`src/common/bsp_pkg.sv`:
```
package bsp_pkg;
  localparam int BSP_DW = 36;
  localparam int BSP_BW = 9;
  localparam int BSP_NB = 4;
  localparam int BSP_HW = 18;
  // port-B bus size codes, width_sel1 is the upper bit
  typedef enum logic [1:0] {
    BSP_SZ_LONG = 2'b00,
    BSP_SZ_WORD = 2'b01,
    BSP_SZ_BYTE = 2'b10,
    BSP_SZ_MAIL = 2'b11
  } bsp_size_t;
  // byte orders from B35-B27 down to B8-B0
  typedef enum logic [1:0] {
    BSP_SW_ABCD = 2'b00,
    BSP_SW_DCBA = 2'b01,
    BSP_SW_CDAB = 2'b10,
    BSP_SW_BADC = 2'b11
  } bsp_swap_t;
  localparam logic [1:0] BSP_LAST_LONG = 2'h0;
  localparam logic [1:0] BSP_LAST_WORD = 2'h1;
  localparam logic [1:0] BSP_LAST_BYTE = 2'h3;
  localparam logic [1:0] BSP_CNT_RST = 2'h0;
  localparam logic [35:0] BSP_DATA_RST = 36'h0;
  localparam logic [3:0] BSP_MASK_ALL = 4'hf;
  localparam logic [3:0] BSP_MASK_WORD_BE = 4'hc;
  localparam logic [3:0] BSP_MASK_WORD_LE = 4'h3;
  localparam logic [3:0] BSP_MASK_BYTE_BE = 4'h8;
  localparam logic [3:0] BSP_MASK_BYTE_LE = 4'h2;
  localparam logic [1:0] BSP_LANE_TOP = 2'h3;
  localparam logic [1:0] BSP_LANE_BOT = 2'h0;
  // synchronised pin bundle widths
  localparam int BSP_A_PINS = 43;
  localparam int BSP_B_PINS = 47;
endpackage

```
`src/design/bsp_unit.sv`:
```
`timescale 1ns/1ps
`default_nettype none
module bsp_unit (
  input wire logic CLK_SYS,
  input wire logic RST,
  input wire logic ODD_EVEN_SEL,
  input wire logic BIG_ENDIAN_SEL,
  input wire logic PORT_A_CLOCK,
  input wire logic PORT_A_CHIP_SELECT_N,
  input wire logic PORT_A_TRANSFER_QUALIFIER,
  input wire logic PORT_A_WRITE_NOT_READ,
  input wire logic PORT_A_MAILBOX_SEL,
  input wire logic PORT_A_PARITY_GEN_SEL,
  input wire logic [35:0] PORT_A_DATA_IN,
  output logic [35:0] PORT_A_DATA_OUT,
  output logic PORT_A_PARITY_FAIL_N,
  input wire logic PORT_B_CLOCK,
  input wire logic PORT_B_CHIP_SELECT_N,
  input wire logic PORT_B_TRANSFER_QUALIFIER,
  input wire logic PORT_B_WRITE_NOT_READ,
  input wire logic PORT_B_WIDTH_SEL0,
  input wire logic PORT_B_WIDTH_SEL1,
  input wire logic BYTE_ORDER_SEL0,
  input wire logic BYTE_ORDER_SEL1,
  input wire logic PORT_B_PARITY_GEN_SEL,
  input wire logic [35:0] PORT_B_DATA_IN,
  output logic [35:0] PORT_B_DATA_OUT,
  output logic PORT_B_PARITY_FAIL_N,
  input wire logic [35:0] A_TO_B_QUEUE_RDATA,
  output logic A_TO_B_QUEUE_POP,
  output logic A_TO_B_QUEUE_PUSH,
  output logic [35:0] A_TO_B_QUEUE_WDATA,
  input wire logic [35:0] B_TO_A_QUEUE_RDATA,
  output logic B_TO_A_QUEUE_POP,
  output logic B_TO_A_QUEUE_PUSH,
  output logic [35:0] B_TO_A_QUEUE_WDATA,
  input wire logic [35:0] MAIL1_DATA,
  input wire logic [35:0] MAIL2_DATA,
  output logic MAIL1_WRITE,
  output logic MAIL2_WRITE,
  output logic [35:0] MAIL_WDATA
);

  function automatic logic par_err(input logic [8:0] b, input logic odd);
    par_err = (^b) ^ odd;
  endfunction

  function automatic logic [35:0] gen_par(input logic [35:0] d, input logic odd);
    logic [35:0] r;
    r = d;
    for (int i = 0; i < bsp_pkg::BSP_NB; i++)
    begin
      r[i*bsp_pkg::BSP_BW + 8] = (^d[i*bsp_pkg::BSP_BW +: 8]) ^ odd;
    end
    gen_par = r;
  endfunction

  function automatic logic [35:0] swap(input logic [35:0] d, input bsp_pkg::bsp_swap_t s);
    logic [8:0] a, b, c, e;
    {a, b, c, e} = d;
    case (s)
      bsp_pkg::BSP_SW_ABCD: swap = {a, b, c, e};
      bsp_pkg::BSP_SW_DCBA: swap = {e, c, b, a};
      bsp_pkg::BSP_SW_CDAB: swap = {c, e, a, b};
      bsp_pkg::BSP_SW_BADC: swap = {b, a, e, c};
      default: swap = d;
    endcase
  endfunction

  function automatic logic [1:0] last_unit(input bsp_pkg::bsp_size_t s);
    case (s)
      bsp_pkg::BSP_SZ_WORD: last_unit = bsp_pkg::BSP_LAST_WORD;
      bsp_pkg::BSP_SZ_BYTE: last_unit = bsp_pkg::BSP_LAST_BYTE;
      default: last_unit = bsp_pkg::BSP_LAST_LONG;
    endcase
  endfunction

  function automatic logic [3:0] valid_mask(input bsp_pkg::bsp_size_t s, input logic be);
    case (s)
      bsp_pkg::BSP_SZ_WORD: valid_mask = be ? bsp_pkg::BSP_MASK_WORD_BE : bsp_pkg::BSP_MASK_WORD_LE;
      bsp_pkg::BSP_SZ_BYTE: valid_mask = be ? bsp_pkg::BSP_MASK_BYTE_BE : bsp_pkg::BSP_MASK_BYTE_LE;
      default: valid_mask = bsp_pkg::BSP_MASK_ALL;
    endcase
  endfunction

  // source lane of unit k: high end first on a big-endian bus, low end first otherwise
  function automatic logic [1:0] unit_lane(input logic [1:0] k, input logic be);
    unit_lane = be ? bsp_pkg::BSP_LANE_TOP - k : k;
  endfunction

  // every pin passes two flops; data is taken on the synchronised clock's rising edge,
  // so pins must be stable a few system cycles around the port clock edge
  logic [bsp_pkg::BSP_A_PINS-1:0] a_s1_q, a_s2_q;
  logic [bsp_pkg::BSP_B_PINS-1:0] b_s1_q, b_s2_q;
  logic a_clk_prev_q, b_clk_prev_q;

  always_ff @(posedge CLK_SYS or posedge RST)
  begin
    if (RST)
    begin
      a_s1_q <= '0;
      a_s2_q <= '0;
      b_s1_q <= '0;
      b_s2_q <= '0;
      a_clk_prev_q <= 1'b0;
      b_clk_prev_q <= 1'b0;
    end
    else
    begin
      a_s1_q <= {PORT_A_CLOCK, PORT_A_CHIP_SELECT_N, PORT_A_TRANSFER_QUALIFIER, PORT_A_WRITE_NOT_READ,
                 PORT_A_MAILBOX_SEL, PORT_A_PARITY_GEN_SEL, ODD_EVEN_SEL, PORT_A_DATA_IN};
      a_s2_q <= a_s1_q;
      b_s1_q <= {PORT_B_CLOCK, PORT_B_CHIP_SELECT_N, PORT_B_TRANSFER_QUALIFIER, PORT_B_WRITE_NOT_READ,
                 PORT_B_WIDTH_SEL1, PORT_B_WIDTH_SEL0, BYTE_ORDER_SEL1, BYTE_ORDER_SEL0,
                 PORT_B_PARITY_GEN_SEL, ODD_EVEN_SEL, BIG_ENDIAN_SEL, PORT_B_DATA_IN};
      b_s2_q <= b_s1_q;
      a_clk_prev_q <= a_s2_q[42];
      b_clk_prev_q <= b_s2_q[46];
    end
  end

  logic a_edge, a_cs_n, a_qual, a_wnr, a_mbx, a_pg, a_odd;
  logic [35:0] a_data;
  logic b_edge, b_cs_n, b_qual, b_wnr, b_pg, b_odd, b_be;
  bsp_pkg::bsp_size_t b_sel;
  bsp_pkg::bsp_swap_t b_sw;
  logic [35:0] b_data;

  assign {a_cs_n, a_qual, a_wnr, a_mbx, a_pg, a_odd, a_data} = a_s2_q[41:0];
  assign {b_cs_n, b_qual, b_wnr} = b_s2_q[45:43];
  assign b_sel = bsp_pkg::bsp_size_t'(b_s2_q[42:41]);
  assign b_sw = bsp_pkg::bsp_swap_t'(b_s2_q[40:39]);
  assign {b_pg, b_odd, b_be, b_data} = b_s2_q[38:0];
  assign a_edge = a_s2_q[42] & ~a_clk_prev_q;
  assign b_edge = b_s2_q[46] & ~b_clk_prev_q;

  logic a_sel_ok, a_rd, a_wr, a_mbx_gen;
  logic b_sel_ok, b_rd, b_wr, b_mail, b_mbx_gen;
  assign a_sel_ok = ~a_cs_n & a_qual;
  assign a_rd = a_sel_ok & ~a_wnr;
  assign a_wr = a_sel_ok & a_wnr;
  assign a_mbx_gen = a_rd & a_mbx & a_pg;
  assign b_sel_ok = ~b_cs_n & b_qual;
  assign b_rd = b_sel_ok & ~b_wnr;
  assign b_wr = b_sel_ok & b_wnr;
  assign b_mail = (b_sel == bsp_pkg::BSP_SZ_MAIL);
  assign b_mbx_gen = b_rd & b_mail & b_pg;

  // one tree per byte per port; parity generation builds its own trees in gen_par
  logic [3:0] a_err, b_err;
  for (genvar i = 0; i < bsp_pkg::BSP_NB; i++)
  begin : g_tree
    assign a_err[i] = par_err(a_data[i*bsp_pkg::BSP_BW +: bsp_pkg::BSP_BW], a_odd);
    assign b_err[i] = par_err(b_data[i*bsp_pkg::BSP_BW +: bsp_pkg::BSP_BW], b_odd);
  end

  // implemented bus size: stored on each edge, used from the next; a mailbox access keeps it
  bsp_pkg::bsp_size_t size_q;
  logic be_q;
  always_ff @(posedge CLK_SYS or posedge RST)
  begin
    if (RST)
    begin
      size_q <= bsp_pkg::BSP_SZ_LONG;
      be_q <= 1'b0;
    end
    else if (b_edge && !b_mail)
    begin
      size_q <= b_sel;
      be_q <= b_be;
    end
  end

  logic [3:0] b_valid;
  assign b_valid = b_mail ? bsp_pkg::BSP_MASK_ALL : valid_mask(size_q, be_q);

  always_ff @(posedge CLK_SYS or posedge RST)
  begin
    if (RST)
    begin
      PORT_A_PARITY_FAIL_N <= 1'b1;
      PORT_B_PARITY_FAIL_N <= 1'b1;
    end
    else
    begin
      PORT_A_PARITY_FAIL_N <= a_mbx_gen | ~(|a_err);
      PORT_B_PARITY_FAIL_N <= b_mbx_gen | ~(|(b_err & b_valid));
    end
  end

  // port A: writes store all nine bits of each byte, reads substitute parity on request
  always_ff @(posedge CLK_SYS or posedge RST)
  begin
    if (RST)
    begin
      A_TO_B_QUEUE_PUSH <= 1'b0;
      A_TO_B_QUEUE_WDATA <= bsp_pkg::BSP_DATA_RST;
      MAIL1_WRITE <= 1'b0;
      B_TO_A_QUEUE_POP <= 1'b0;
      PORT_A_DATA_OUT <= bsp_pkg::BSP_DATA_RST;
    end
    else
    begin
      A_TO_B_QUEUE_PUSH <= a_edge & a_wr & ~a_mbx;
      MAIL1_WRITE <= a_edge & a_wr & a_mbx;
      B_TO_A_QUEUE_POP <= a_edge & a_rd & ~a_mbx;
      if (a_edge && a_wr)
      begin
        A_TO_B_QUEUE_WDATA <= a_data;
      end
      if (a_edge && a_rd)
      begin
        // mailbox is only read here, never rewritten
        if (a_mbx)
        begin
          PORT_A_DATA_OUT <= a_pg ? gen_par(MAIL2_DATA, a_odd) : MAIL2_DATA;
        end
        else
        begin
          PORT_A_DATA_OUT <= a_pg ? gen_par(B_TO_A_QUEUE_RDATA, a_odd) : B_TO_A_QUEUE_RDATA;
        end
      end
    end
  end

  // port-B reads of the first queue
  logic [1:0] rd_cnt_q, rd_k, wr_cnt_q, wr_k;
  bsp_pkg::bsp_size_t rd_size_q, wr_size_q;
  bsp_pkg::bsp_swap_t wr_sw_q, wr_sw;
  logic [35:0] rd_long_q, rd_long, wr_asm_q, wr_asm;
  logic rd_new, wr_new, b_qrd, b_qwr;
  logic [1:0] rd_src, wr_dst;

  assign b_qrd = b_edge & b_rd & ~b_mail;
  assign b_qwr = b_edge & b_wr & ~b_mail;
  // a size change drops the unread rest of the held long word
  assign rd_new = (rd_cnt_q == bsp_pkg::BSP_CNT_RST) || (size_q != rd_size_q);
  assign rd_k = rd_new ? bsp_pkg::BSP_CNT_RST : rd_cnt_q;
  assign rd_src = unit_lane(rd_k, be_q);
  // parity first, swap second, then bus-size sequencing; selects taken only at load
  assign rd_long = rd_new ? swap(b_pg ? gen_par(A_TO_B_QUEUE_RDATA, b_odd) : A_TO_B_QUEUE_RDATA, b_sw)
                          : rd_long_q;

  always_ff @(posedge CLK_SYS or posedge RST)
  begin
    if (RST)
    begin
      rd_cnt_q <= bsp_pkg::BSP_CNT_RST;
      rd_size_q <= bsp_pkg::BSP_SZ_LONG;
      rd_long_q <= bsp_pkg::BSP_DATA_RST;
      A_TO_B_QUEUE_POP <= 1'b0;
      PORT_B_DATA_OUT <= bsp_pkg::BSP_DATA_RST;
    end
    else
    begin
      A_TO_B_QUEUE_POP <= b_qrd & rd_new;
      if (b_edge && b_rd && b_mail)
      begin
        PORT_B_DATA_OUT <= b_pg ? gen_par(MAIL1_DATA, b_odd) : MAIL1_DATA;
      end
      else if (b_qrd)
      begin
        rd_long_q <= rd_long;
        rd_size_q <= size_q;
        rd_cnt_q <= (rd_k == last_unit(size_q)) ? bsp_pkg::BSP_CNT_RST : 2'(rd_k + 2'h1);
        // unused lanes keep their last value
        case (size_q)
          bsp_pkg::BSP_SZ_WORD:
          begin
            if (be_q)
              PORT_B_DATA_OUT[35:18] <= rd_src[0] ? rd_long[35:18] : rd_long[17:0];
            else
              PORT_B_DATA_OUT[17:0] <= rd_src[0] ? rd_long[35:18] : rd_long[17:0];
          end
          bsp_pkg::BSP_SZ_BYTE:
          begin
            if (be_q)
              PORT_B_DATA_OUT[35:27] <= rd_long[rd_src*bsp_pkg::BSP_BW +: bsp_pkg::BSP_BW];
            else
              PORT_B_DATA_OUT[8:0] <= rd_long[rd_src*bsp_pkg::BSP_BW +: bsp_pkg::BSP_BW];
          end
          default: PORT_B_DATA_OUT <= rd_long;
        endcase
      end
    end
  end

  // port-B writes to the second queue: assemble first, swap as the long word is stored
  assign wr_new = (wr_cnt_q == bsp_pkg::BSP_CNT_RST) || (size_q != wr_size_q);
  assign wr_k = wr_new ? bsp_pkg::BSP_CNT_RST : wr_cnt_q;
  assign wr_dst = unit_lane(wr_k, be_q);
  assign wr_sw = wr_new ? b_sw : wr_sw_q;

  always_comb
  begin
    wr_asm = wr_asm_q;
    case (size_q)
      bsp_pkg::BSP_SZ_WORD:
      begin
        if (wr_dst[0])
          wr_asm[35:18] = be_q ? b_data[35:18] : b_data[17:0];
        else
          wr_asm[17:0] = be_q ? b_data[35:18] : b_data[17:0];
      end
      bsp_pkg::BSP_SZ_BYTE: wr_asm[wr_dst*bsp_pkg::BSP_BW +: bsp_pkg::BSP_BW] = be_q ? b_data[35:27] : b_data[8:0];
      default: wr_asm = b_data;
    endcase
  end

  always_ff @(posedge CLK_SYS or posedge RST)
  begin
    if (RST)
    begin
      wr_cnt_q <= bsp_pkg::BSP_CNT_RST;
      wr_size_q <= bsp_pkg::BSP_SZ_LONG;
      wr_sw_q <= bsp_pkg::BSP_SW_ABCD;
      wr_asm_q <= bsp_pkg::BSP_DATA_RST;
      B_TO_A_QUEUE_PUSH <= 1'b0;
      B_TO_A_QUEUE_WDATA <= bsp_pkg::BSP_DATA_RST;
      MAIL2_WRITE <= 1'b0;
      MAIL_WDATA <= bsp_pkg::BSP_DATA_RST;
    end
    else
    begin
      B_TO_A_QUEUE_PUSH <= b_qwr && (wr_k == last_unit(size_q));
      MAIL2_WRITE <= b_edge & b_wr & b_mail;
      if (b_edge && b_wr && b_mail)
        MAIL_WDATA <= b_data;
      else if (a_edge && a_wr && a_mbx)
        MAIL_WDATA <= a_data;
      if (b_qwr)
      begin
        wr_asm_q <= wr_asm;
        wr_sw_q <= wr_sw;
        wr_size_q <= size_q;
        wr_cnt_q <= (wr_k == last_unit(size_q)) ? bsp_pkg::BSP_CNT_RST : 2'(wr_k + 2'h1);
        if (wr_k == last_unit(size_q))
          B_TO_A_QUEUE_WDATA <= swap(wr_asm, wr_sw);
      end
    end
  end

  a_fail_flag_a: assert property (@(posedge CLK_SYS) disable iff (RST)
    (|a_err && !a_mbx_gen) |=> !PORT_A_PARITY_FAIL_N) else $error("port A parity error not flagged");
  a_flag_hold_a: assert property (@(posedge CLK_SYS) disable iff (RST)
    a_mbx_gen |=> PORT_A_PARITY_FAIL_N) else $error("port A flag not held high on mailbox read");
  b_flag_hold_a: assert property (@(posedge CLK_SYS) disable iff (RST)
    b_mbx_gen |=> PORT_B_PARITY_FAIL_N) else $error("port B flag not held high on mailbox read");
  b_flag_ignore_a: assert property (@(posedge CLK_SYS) disable iff (RST)
    (!b_mail && size_q == bsp_pkg::BSP_SZ_BYTE && be_q && !b_err[3]) |=> PORT_B_PARITY_FAIL_N)
    else $error("port B flag reacts to unused byte");
  long_push_a: assert property (@(posedge CLK_SYS) disable iff (RST)
    (b_qwr && size_q == bsp_pkg::BSP_SZ_LONG) |=> B_TO_A_QUEUE_PUSH
      && B_TO_A_QUEUE_WDATA == swap($past(b_data), $past(b_sw))) else $error("long write not swapped");
  mail2_write_a: assert property (@(posedge CLK_SYS) disable iff (RST)
    (b_edge && b_wr && b_mail) |=> MAIL2_WRITE && MAIL_WDATA == $past(b_data) && !B_TO_A_QUEUE_PUSH)
    else $error("mailbox 2 write misrouted");
  mail1_read_a: assert property (@(posedge CLK_SYS) disable iff (RST)
    (b_edge && b_rd && b_mail && !b_pg) |=> PORT_B_DATA_OUT == $past(MAIL1_DATA) && !A_TO_B_QUEUE_POP)
    else $error("mailbox 1 not on port B");
  mail2_gen_a: assert property (@(posedge CLK_SYS) disable iff (RST)
    (a_edge && a_mbx_gen) |=> (PORT_A_DATA_OUT[8] == ((^$past(MAIL2_DATA[7:0])) ^ $past(a_odd)))
      && PORT_A_DATA_OUT[7:0] == $past(MAIL2_DATA[7:0])) else $error("generated parity wrong");
  word_pop_a: assert property (@(posedge CLK_SYS) disable iff (RST)
    (b_qrd && !rd_new && size_q == bsp_pkg::BSP_SZ_WORD) |=> !A_TO_B_QUEUE_POP)
    else $error("second word popped the queue");

endmodule
`default_nettype wire

```
`config.mk`:
```
export PLATFORM = sky130hd
export DESIGN_NAME = bsp_unit
export DESIGN_NICKNAME = d
export VERILOG_FILES = /design/src/common/bsp_pkg.sv /design/src/design/bsp_unit.sv
export SDC_FILE = /design/constraint.sdc
export NUM_CORES = 1
export LEC_CHECK = 0
export BUFFER_PORTS_ARGS = -buffer_cell sky130_fd_sc_hd__buf_2
export CELL_PAD_IN_SITES_DETAIL_PLACEMENT = 1
export CELL_PAD_IN_SITES_GLOBAL_PLACEMENT = 1
export CORE_ASPECT_RATIO = 1.75
export CORE_UTILIZATION = 40
export CTS_CLUSTER_DIAMETER = 40
export DETAILED_ROUTE_END_ITERATION = 12
export PLACE_DENSITY_LB_ADDON = 0.1
export SYNTH_ARGS = -nofsm -noshare
export SYNTH_HDL_FRONTEND = slang
export SYNTH_SLANG_ARGS = --single-unit
```
`constraint.sdc`:
```
create_clock -name CLK_SYS -period 34 [get_ports CLK_SYS]
set_input_delay 6.8 -clock CLK_SYS [delete_from_list [all_inputs] [get_ports CLK_SYS]]
set_output_delay 6.8 -clock CLK_SYS [all_outputs]
set_load 0.1 [all_outputs]
```
## After elaboration in Yosys (flattened, before gate mapping)

Index checks and enable logic that the tools add are counted.

- Flip-flop bits (word level): 455
- Bits in latches: 0
- Memory bits (writable): 0
- ROM bits: 0
- Output and inout port bits: 188
- Memories: 0

- Add/subtract/negate cells: 5
- Multiply operators: 2
- Div/mod/pow operators: 0
- Magnitude comparators: 0
- Equal/unequal tests: 19
- Shift-type cells: 3
- Mux-type cells: 41
- Bitwise gates (word level): 61
- Reductions and logical operators: 50

Operator list:

| cell | count |
|---|---|
| 2-to-1 mux 36 bit | 10 |
| case mux 36 bit (4 select lines) | 2 |
| parity 8 bit | 16 |
| 2-to-1 mux 18 bit | 6 |
| case mux 36 bit (2 select lines) | 1 |
| parity 9 bit | 8 |
| bitwise mux 36 bit | 1 |
| case mux 18 bit (2 select lines) | 1 |
| case mux 9 bit (2 select lines) | 2 |
| variable shift 9 x 34 -> 36 bit (first input constant) | 1 |
| variable part select 36 x 7 -> 9 bit | 1 |
| variable part select 9 x 34 -> 36 bit | 1 |
| negator 6 -> 34 bit | 1 |
| 2-to-1 mux 9 bit | 3 |
| XOR 1 bit | 24 |
| AND 1 bit | 23 |
| 2-to-1 mux 2 bit | 10 |
| equality test 2 bit (second input constant) | 6 |
| multiplier 2 x 4 -> 6 bit (second input constant) | 2 |
| 2-to-1 mux 4 bit | 3 |
| inequality test 3 bit (second input constant) | 4 |
| AND reduction 3 bit | 4 |
| inverter 1 bit | 11 |
| logical AND 1 bit | 9 |
| 16 further kinds | 31 |

## Depth between registers and ports, before layout

- Word-level depth: 11
- Depth in mapped cells: 15
- Mapped depth without buffers: 13

## Worst setup path after synthesis

Ideal clock, no wire load.

- Path type: input-to-reg
- Start point: in A_TO_B_QUEUE_RDATA[29]
- End point: reg PORT_B_DATA_OUT[8]
- Library setup time: 0.080 ns
- Arrival time: 8.671 ns
- Setup slack: 25.249 ns
- Stages on the path: 8
- Buffers on the path: 0
- Cell sequence: xor2_1 xnor3_1 mux2i_4 o22ai_2 mux2_4 a21o_1 or4_4 o211ai_2

- Longest elaborated chain between the ends: 10
- Elaborated cells on any way between the ends: 12

RTL lines:

| item | line | RTL |
|---|---|---|
| start: declaration | bsp_unit.sv:29 | `input wire logic [35:0] A_TO_B_QUEUE_RDATA,` |
| parity 8 bit | bsp_unit.sv:53 | `r[i*bsp_pkg::BSP_BW + 8] = (^d[i*bsp_pkg::BSP_BW +: 8]) ^ odd;` |
| XOR 1 bit | bsp_unit.sv:53 |  |
| 2-to-1 mux 36 bit * | bsp_unit.sv:241 | `assign rd_long = rd_new ? swap(b_pg ? gen_par(A_TO_B_QUEUE_RDATA, b_odd) : A_TO_B_QUEUE_RDATA, b_sw)` |
| case mux 36 bit (4 select lines) * | bsp_unit.sv:61 | `case (s)` |
| 2-to-1 mux 36 bit * | bsp_unit.sv:241 |  |
| variable part select 36 x 7 -> 9 bit or 2-to-1 mux 18 bit (tied branches) | bsp_unit.sv:280, bsp_unit.sv:273 |  |
| 2-to-1 mux 9 bit or 2-to-1 mux 18 bit (tied branches) | bsp_unit.sv:277, bsp_unit.sv:270 |  |
| case mux 9 bit (2 select lines) * | bsp_unit.sv:267 | `case (size_q)` |
| 2-to-1 mux 36 bit * | bsp_unit.sv:261 | `else if (b_qrd)` |
| 2-to-1 mux 36 bit * | bsp_unit.sv:257 | `if (b_edge && b_rd && b_mail)` |
| end signal: assignment | bsp_unit.sv:259 | `PORT_B_DATA_OUT <= b_pg ? gen_par(MAIL1_DATA, b_odd) : MAIL1_DATA;` |
| end signal: assignment | bsp_unit.sv:280 | `PORT_B_DATA_OUT[8:0] <= rd_long[rd_src*bsp_pkg::BSP_BW +: bsp_pkg::BSP_BW];` |
| end signal: assignment | bsp_unit.sv:282 | `default: PORT_B_DATA_OUT <= rd_long;` |
| end: declaration | bsp_unit.sv:27 | `output logic [35:0] PORT_B_DATA_OUT,` |

Every way passes the cells marked *; elsewhere a longest branch is shown, timed or not. The select of a mux whose other input is x is not followed.
A chain may end at the register's enable or synchronous reset.

==> qor_table.md <==
| Step | Parameter | Reported |
|---|---|---|
| hold path | Path type of the worst min-delay path | reg -> reg |
| clocking | Clock tree from TritonCTS | yes |
| timing | Number of failing hold endpoints at the final stage | 0 |
| layout | Layout Utilization | 0.486 |
| global routing | Number of global-route vias before repair | 19200 |
| worst setup path | Critical path class | in -> async |
| synthesis | Number of synthesized flops with an enable pin | 0 |
| clocking | Buffer levels on the longest clock path | 3 |
| placed design | Post-Place Setup Slack | 23680 ps |
| synthesis | Post-Syn Area | 22400 um2 |
| clocking | H-tree levels | 2 |
| worst setup path | Stages on worst setup path | 5 |
| synthesis | Dominant register cell in the synthesized netlist | dfrtp_1 |
| power | Total power draw | 2.40 mW |
| clocking | Clock tree root buffer cell | clkbuf_16 |
| die | I/O pin total | 423 |
| layout | Layout filler cell count | 6120 |
| drt | Detailed router's first-iteration violation count | 836 |
| timing | Portion of the clock cycle consumed by the worst path in the final layout | 0.281 |
| timing | Max-slew violation count | 0 |
| worst setup path | Worst setup endpoint | MAIL1_WRITE |
| drt | Final routed wirelength across all metal layers | 78500 um |
| global routing | Global-route total usage across every layer | 0.277 |
| worst setup path | Worst R2R Setup Slack | 29110 ps |
| synthesis | Library cells used by synthesis | 75 |
| timing | Clock skew | 25.8 ps |
| worst setup path | Startpoint type of the worst setup path | input pin |
| power | Maximum VDD drop | 63.1 uV |
| layout | Final Instance Area | 26800 um2 |
| layout | Total number of nets in the final design | 2664 |
| drt | Remaining design rule violation count | 0 |
| worst setup path | Most common cell on crit path | buf_4 |
| synthesis | Synth Net Count | 2288 |
| worst setup path | Family of cells with the greatest summed delay on the critical path | buffers and inverters |
| flow run | Max-cap violations | 0 |
| timing | TNS Setup | 0 ps |
| drt | Routed length per instance | 24.8 um |
| worst setup path | Sum of buffers and inverters on the critical path | 5 |
| timing | Final count of negative-setup-slack endpoints | 0 |
| global routing | Global-route wire length before repair | 119000 um |
| status | Run status | finished clean |
| global routing | Antenna violations before repair | 13 |
| clocking | Later-pin clock latency in the skew report | 600 ps |
| timing | Worst-case headroom to the max-slew limit | 0.163 |
| placed design | Post-detailed-placement cell area | 25100 um2 |
| die | Die X | 181 um |
| die | DIE AREA | 57000 um2 |
| worst setup path | Library cell contributing the largest single delay on the critical path | buf_4 |
| synthesis | Proportion of netlist area held by the largest area contributor | 0.504 |
| die | Initial standard-cell utilization of the core | 0.406 |
| timing | Setup slack after layout | 24450 ps |
| synthesis | Dominant cells by area after synthesis | dfrtp_1, mux2i_1, xnor2_1 |
| clocking | # clock sinks | 453 |
| synthesis | Cell accounting for the most synthesized area | dfrtp_1 |
| worst setup path | Biggest fanout along the worst timing path | 79 |
| timing | Final worst path period need | 9550 ps |
| synthesis | Synth Instances | 2048 |
| power | Leakage power figure | 12.6 nW |
| power | PwrDens | 89.6 nW/um2 |
| global routing | Overflow left after global routing | 0 |
| worst setup path | Data arrival time of the critical path | 10110 ps |
| die | # rows | 114 |
| drt | Via count normalized by instance count | 5.58 |
| placed design | Port Buffer Count | 422 |
| synthesis | Register area share after synthesis | 0.506 |
| synthesis | Synthesized flop and latch total | 453 |
| clocking | Setup Fix Bufs, Post-CTS | 0 |
| worst setup path | Slowest stage delay, CP | 880 ps |
| worst setup path | FF-to-FF Start | be_q |
| worst setup path | Destination of the worst register-to-register timing path | B_TO_A_QUEUE_WDATA[30] |
| clocking | Post-cts hold buffer count | 0 |
| timing | Setup repair after global routing missed its margin | false |
| worst setup path | Endpoint class of the critical path | asynchronous set/reset pin |
| global routing | Largest net degree at the start of global routing | 80 |
| layout | Relative area change from synthesis to final layout | 19.7% |
| placed design | HPWL reported at the end of detailed placement | 58200 um |
| die | Vertical die dimension | 315 um |
| worst setup path | Critical path startpoint | RST |
| worst setup path | Cell-by-cell trace of the critical path | buf_2 > inv_8 > buf_4 > buf_4 > buf_4 |
| timing | Maximum frequency from static timing analysis | 105 MHz |
| layout | Fraction of final layout cells sized beyond drive strength 1 | 0.277 |
| synthesis | Mean area per synthesized cell | 10.9 um2 |
| clocking | Clock transition at the registers of the reported paths | 60 ps |
| die | Floorplan Core Area | 55200 um2 |
| worst setup path | Worst r2r path cells | 13 |
| clocking | Number of gates given a new drive strength after cts | 0 |
| drt | Post-DRT Antenna Nets | 0 |
| drt | Detailed-routing iteration count for the pre-antenna-repair pass | 5 |
| drt | Via count | 17700 |
| clocking | TritonCTS buffer count | 49 |
| synthesis | Share of synthesized registers carrying an async set or reset | 1.00 |
| placed design | Global placement routability congestion | 0.895 |
| worst setup path | Worst endpoint required time | 34560 ps |
| synthesis | Synthesis Warnings | 0 |
| timing | Slew at the pin closest to its max-slew limit | 1250 ps |
-- per-stage QoR --
step / cells / hold WS [ps]
after floorplan: 2048 / 331
after global placement: 3069 / 332
after detailed placement: 3069 / 336
after CTS: 3160 / 345
after global routing: 3170 / 354
final: 3170 / 337
-- cell usage in the layout (no fill, tap or decap), types with 9 or more instances in the layout --
master,n
a2bb2oi_1,9
dfrtp_1,447
inv_1,39
buf_2,422
mux2i_1,176
xor2_1,39
and3_1,9
clkbuf_1,9
nand3_1,13
a31oi_1,25
o32ai_1,12
nand2_1,301
a211oi_1,13
nand2b_1,9
mux4_2,28
nor2_1,68
o21ai_1,28
o211ai_1,9
nor2b_1,18
o221ai_1,38
buf_4,30
a21oi_1,67
diode_2,10
o21ai_0,146
clkbuf_16,49
o22ai_1,52
o22a_1,17
xnor2_1,142
mux2_2,85
-- report_power, final --
group | leakage, nW | internal [mW] | total, mW | switching [mW]
clock | 0.792 | 0.305 | 0.545 | 0.240
sequential | 5.48 | 0.649 | 0.726 | 0.0766
combinational | 6.36 | 0.259 | 1.13 | 0.871
total | 12.6 | 1.21 | 2.40 | 1.19
-- cell families after synthesis --
family                     synth area share
AOI/OAI and AO/OA                     0.132
xor gates and xnor gates             0.0834
adders and majority gates           0.00279
buffers and inverters                0.0307
DFF                                   0.506
muxes                                 0.155
and+or+nand+nor                      0.0890
-- cell usage after synthesis, drive strengths merged (10+ instances only) --
cell and instances:
a211oi 13, a21oi 67, a31oi 26, buf 40, clkbuf 87, dfrtp 451
inv 43, mux2 92, mux2i 178, mux4 28, nand2 302, nand3 14
nor2 69, nor2b 18, o211ai 10, o21ai 174, o221ai 38, o22a 17
o22ai 53, o32ai 12, xnor2 146, xor2 41
-- cell type report --
type,instances,area (um2),area share
flip-flops and latches,453,11300,0.423
multi-input cells,1423,10400,0.388
repair buffers,452,2340,0.0872
clock buffers,66,1370,0.0511
well taps,696,871,0.0325
clock inverters,25,282,0.0105
inverters,45,176,0.00658
diodes,10,25.0,0.000934
-- worst min-delay path by stage --
stage                  to  startpoint  cells after the start  slack (ps)
2_1_floorplan   a_s2_q[0]   a_s1_q[0]                      0         330
4_1_cts        b_s2_q[42]  b_s1_q[42]                      0         340
6_report       b_s2_q[42]  b_s1_q[42]                      0         340
3_5_place_dp   b_s2_q[24]  b_s1_q[24]                      0         340
5_1_grt        a_s2_q[11]  a_s1_q[11]                      0         350
3_3_place_gp   b_s2_q[16]  b_s1_q[16]                      0         330
-- layer usage --
metal  share of wire  global-route usage  vias to the layer above
met2            0.55               0.534                      480
met5               0                   0                        -
met1            0.35               0.283                     9021
met3           0.033              0.0311                      182
met4           0.064               0.169                        0
li1                -                   -                     8021
-- flip-flops by register name, summed over array words and instances (netlist names), 36 cells and up --
register	cells
wr_asm_q	36
a_s2_q	42
rd_long_q	36
MAIL_WDATA	36
b_s2_q	47
B_TO_A_QUEUE_WDATA	36
b_s1_q	47
PORT_B_DATA_OUT	36
A_TO_B_QUEUE_WDATA	36
PORT_A_DATA_OUT	36
a_s1_q	42
-- worst register-to-register path, cell delays in order, from the launching register on --
cell and delay [ps]:
dfrtp_2 650, buf_4 510, inv_2 290, a31oi_4 390
nor2_8 200, inv_2 560, ha_1 590, nand2_1 170
a21o_1 320, o22ai_1 180, a221oi_1 100, a21oi_1 430
mux2i_1 180, o221ai_1 210
(Power assumes the default switching activity.)
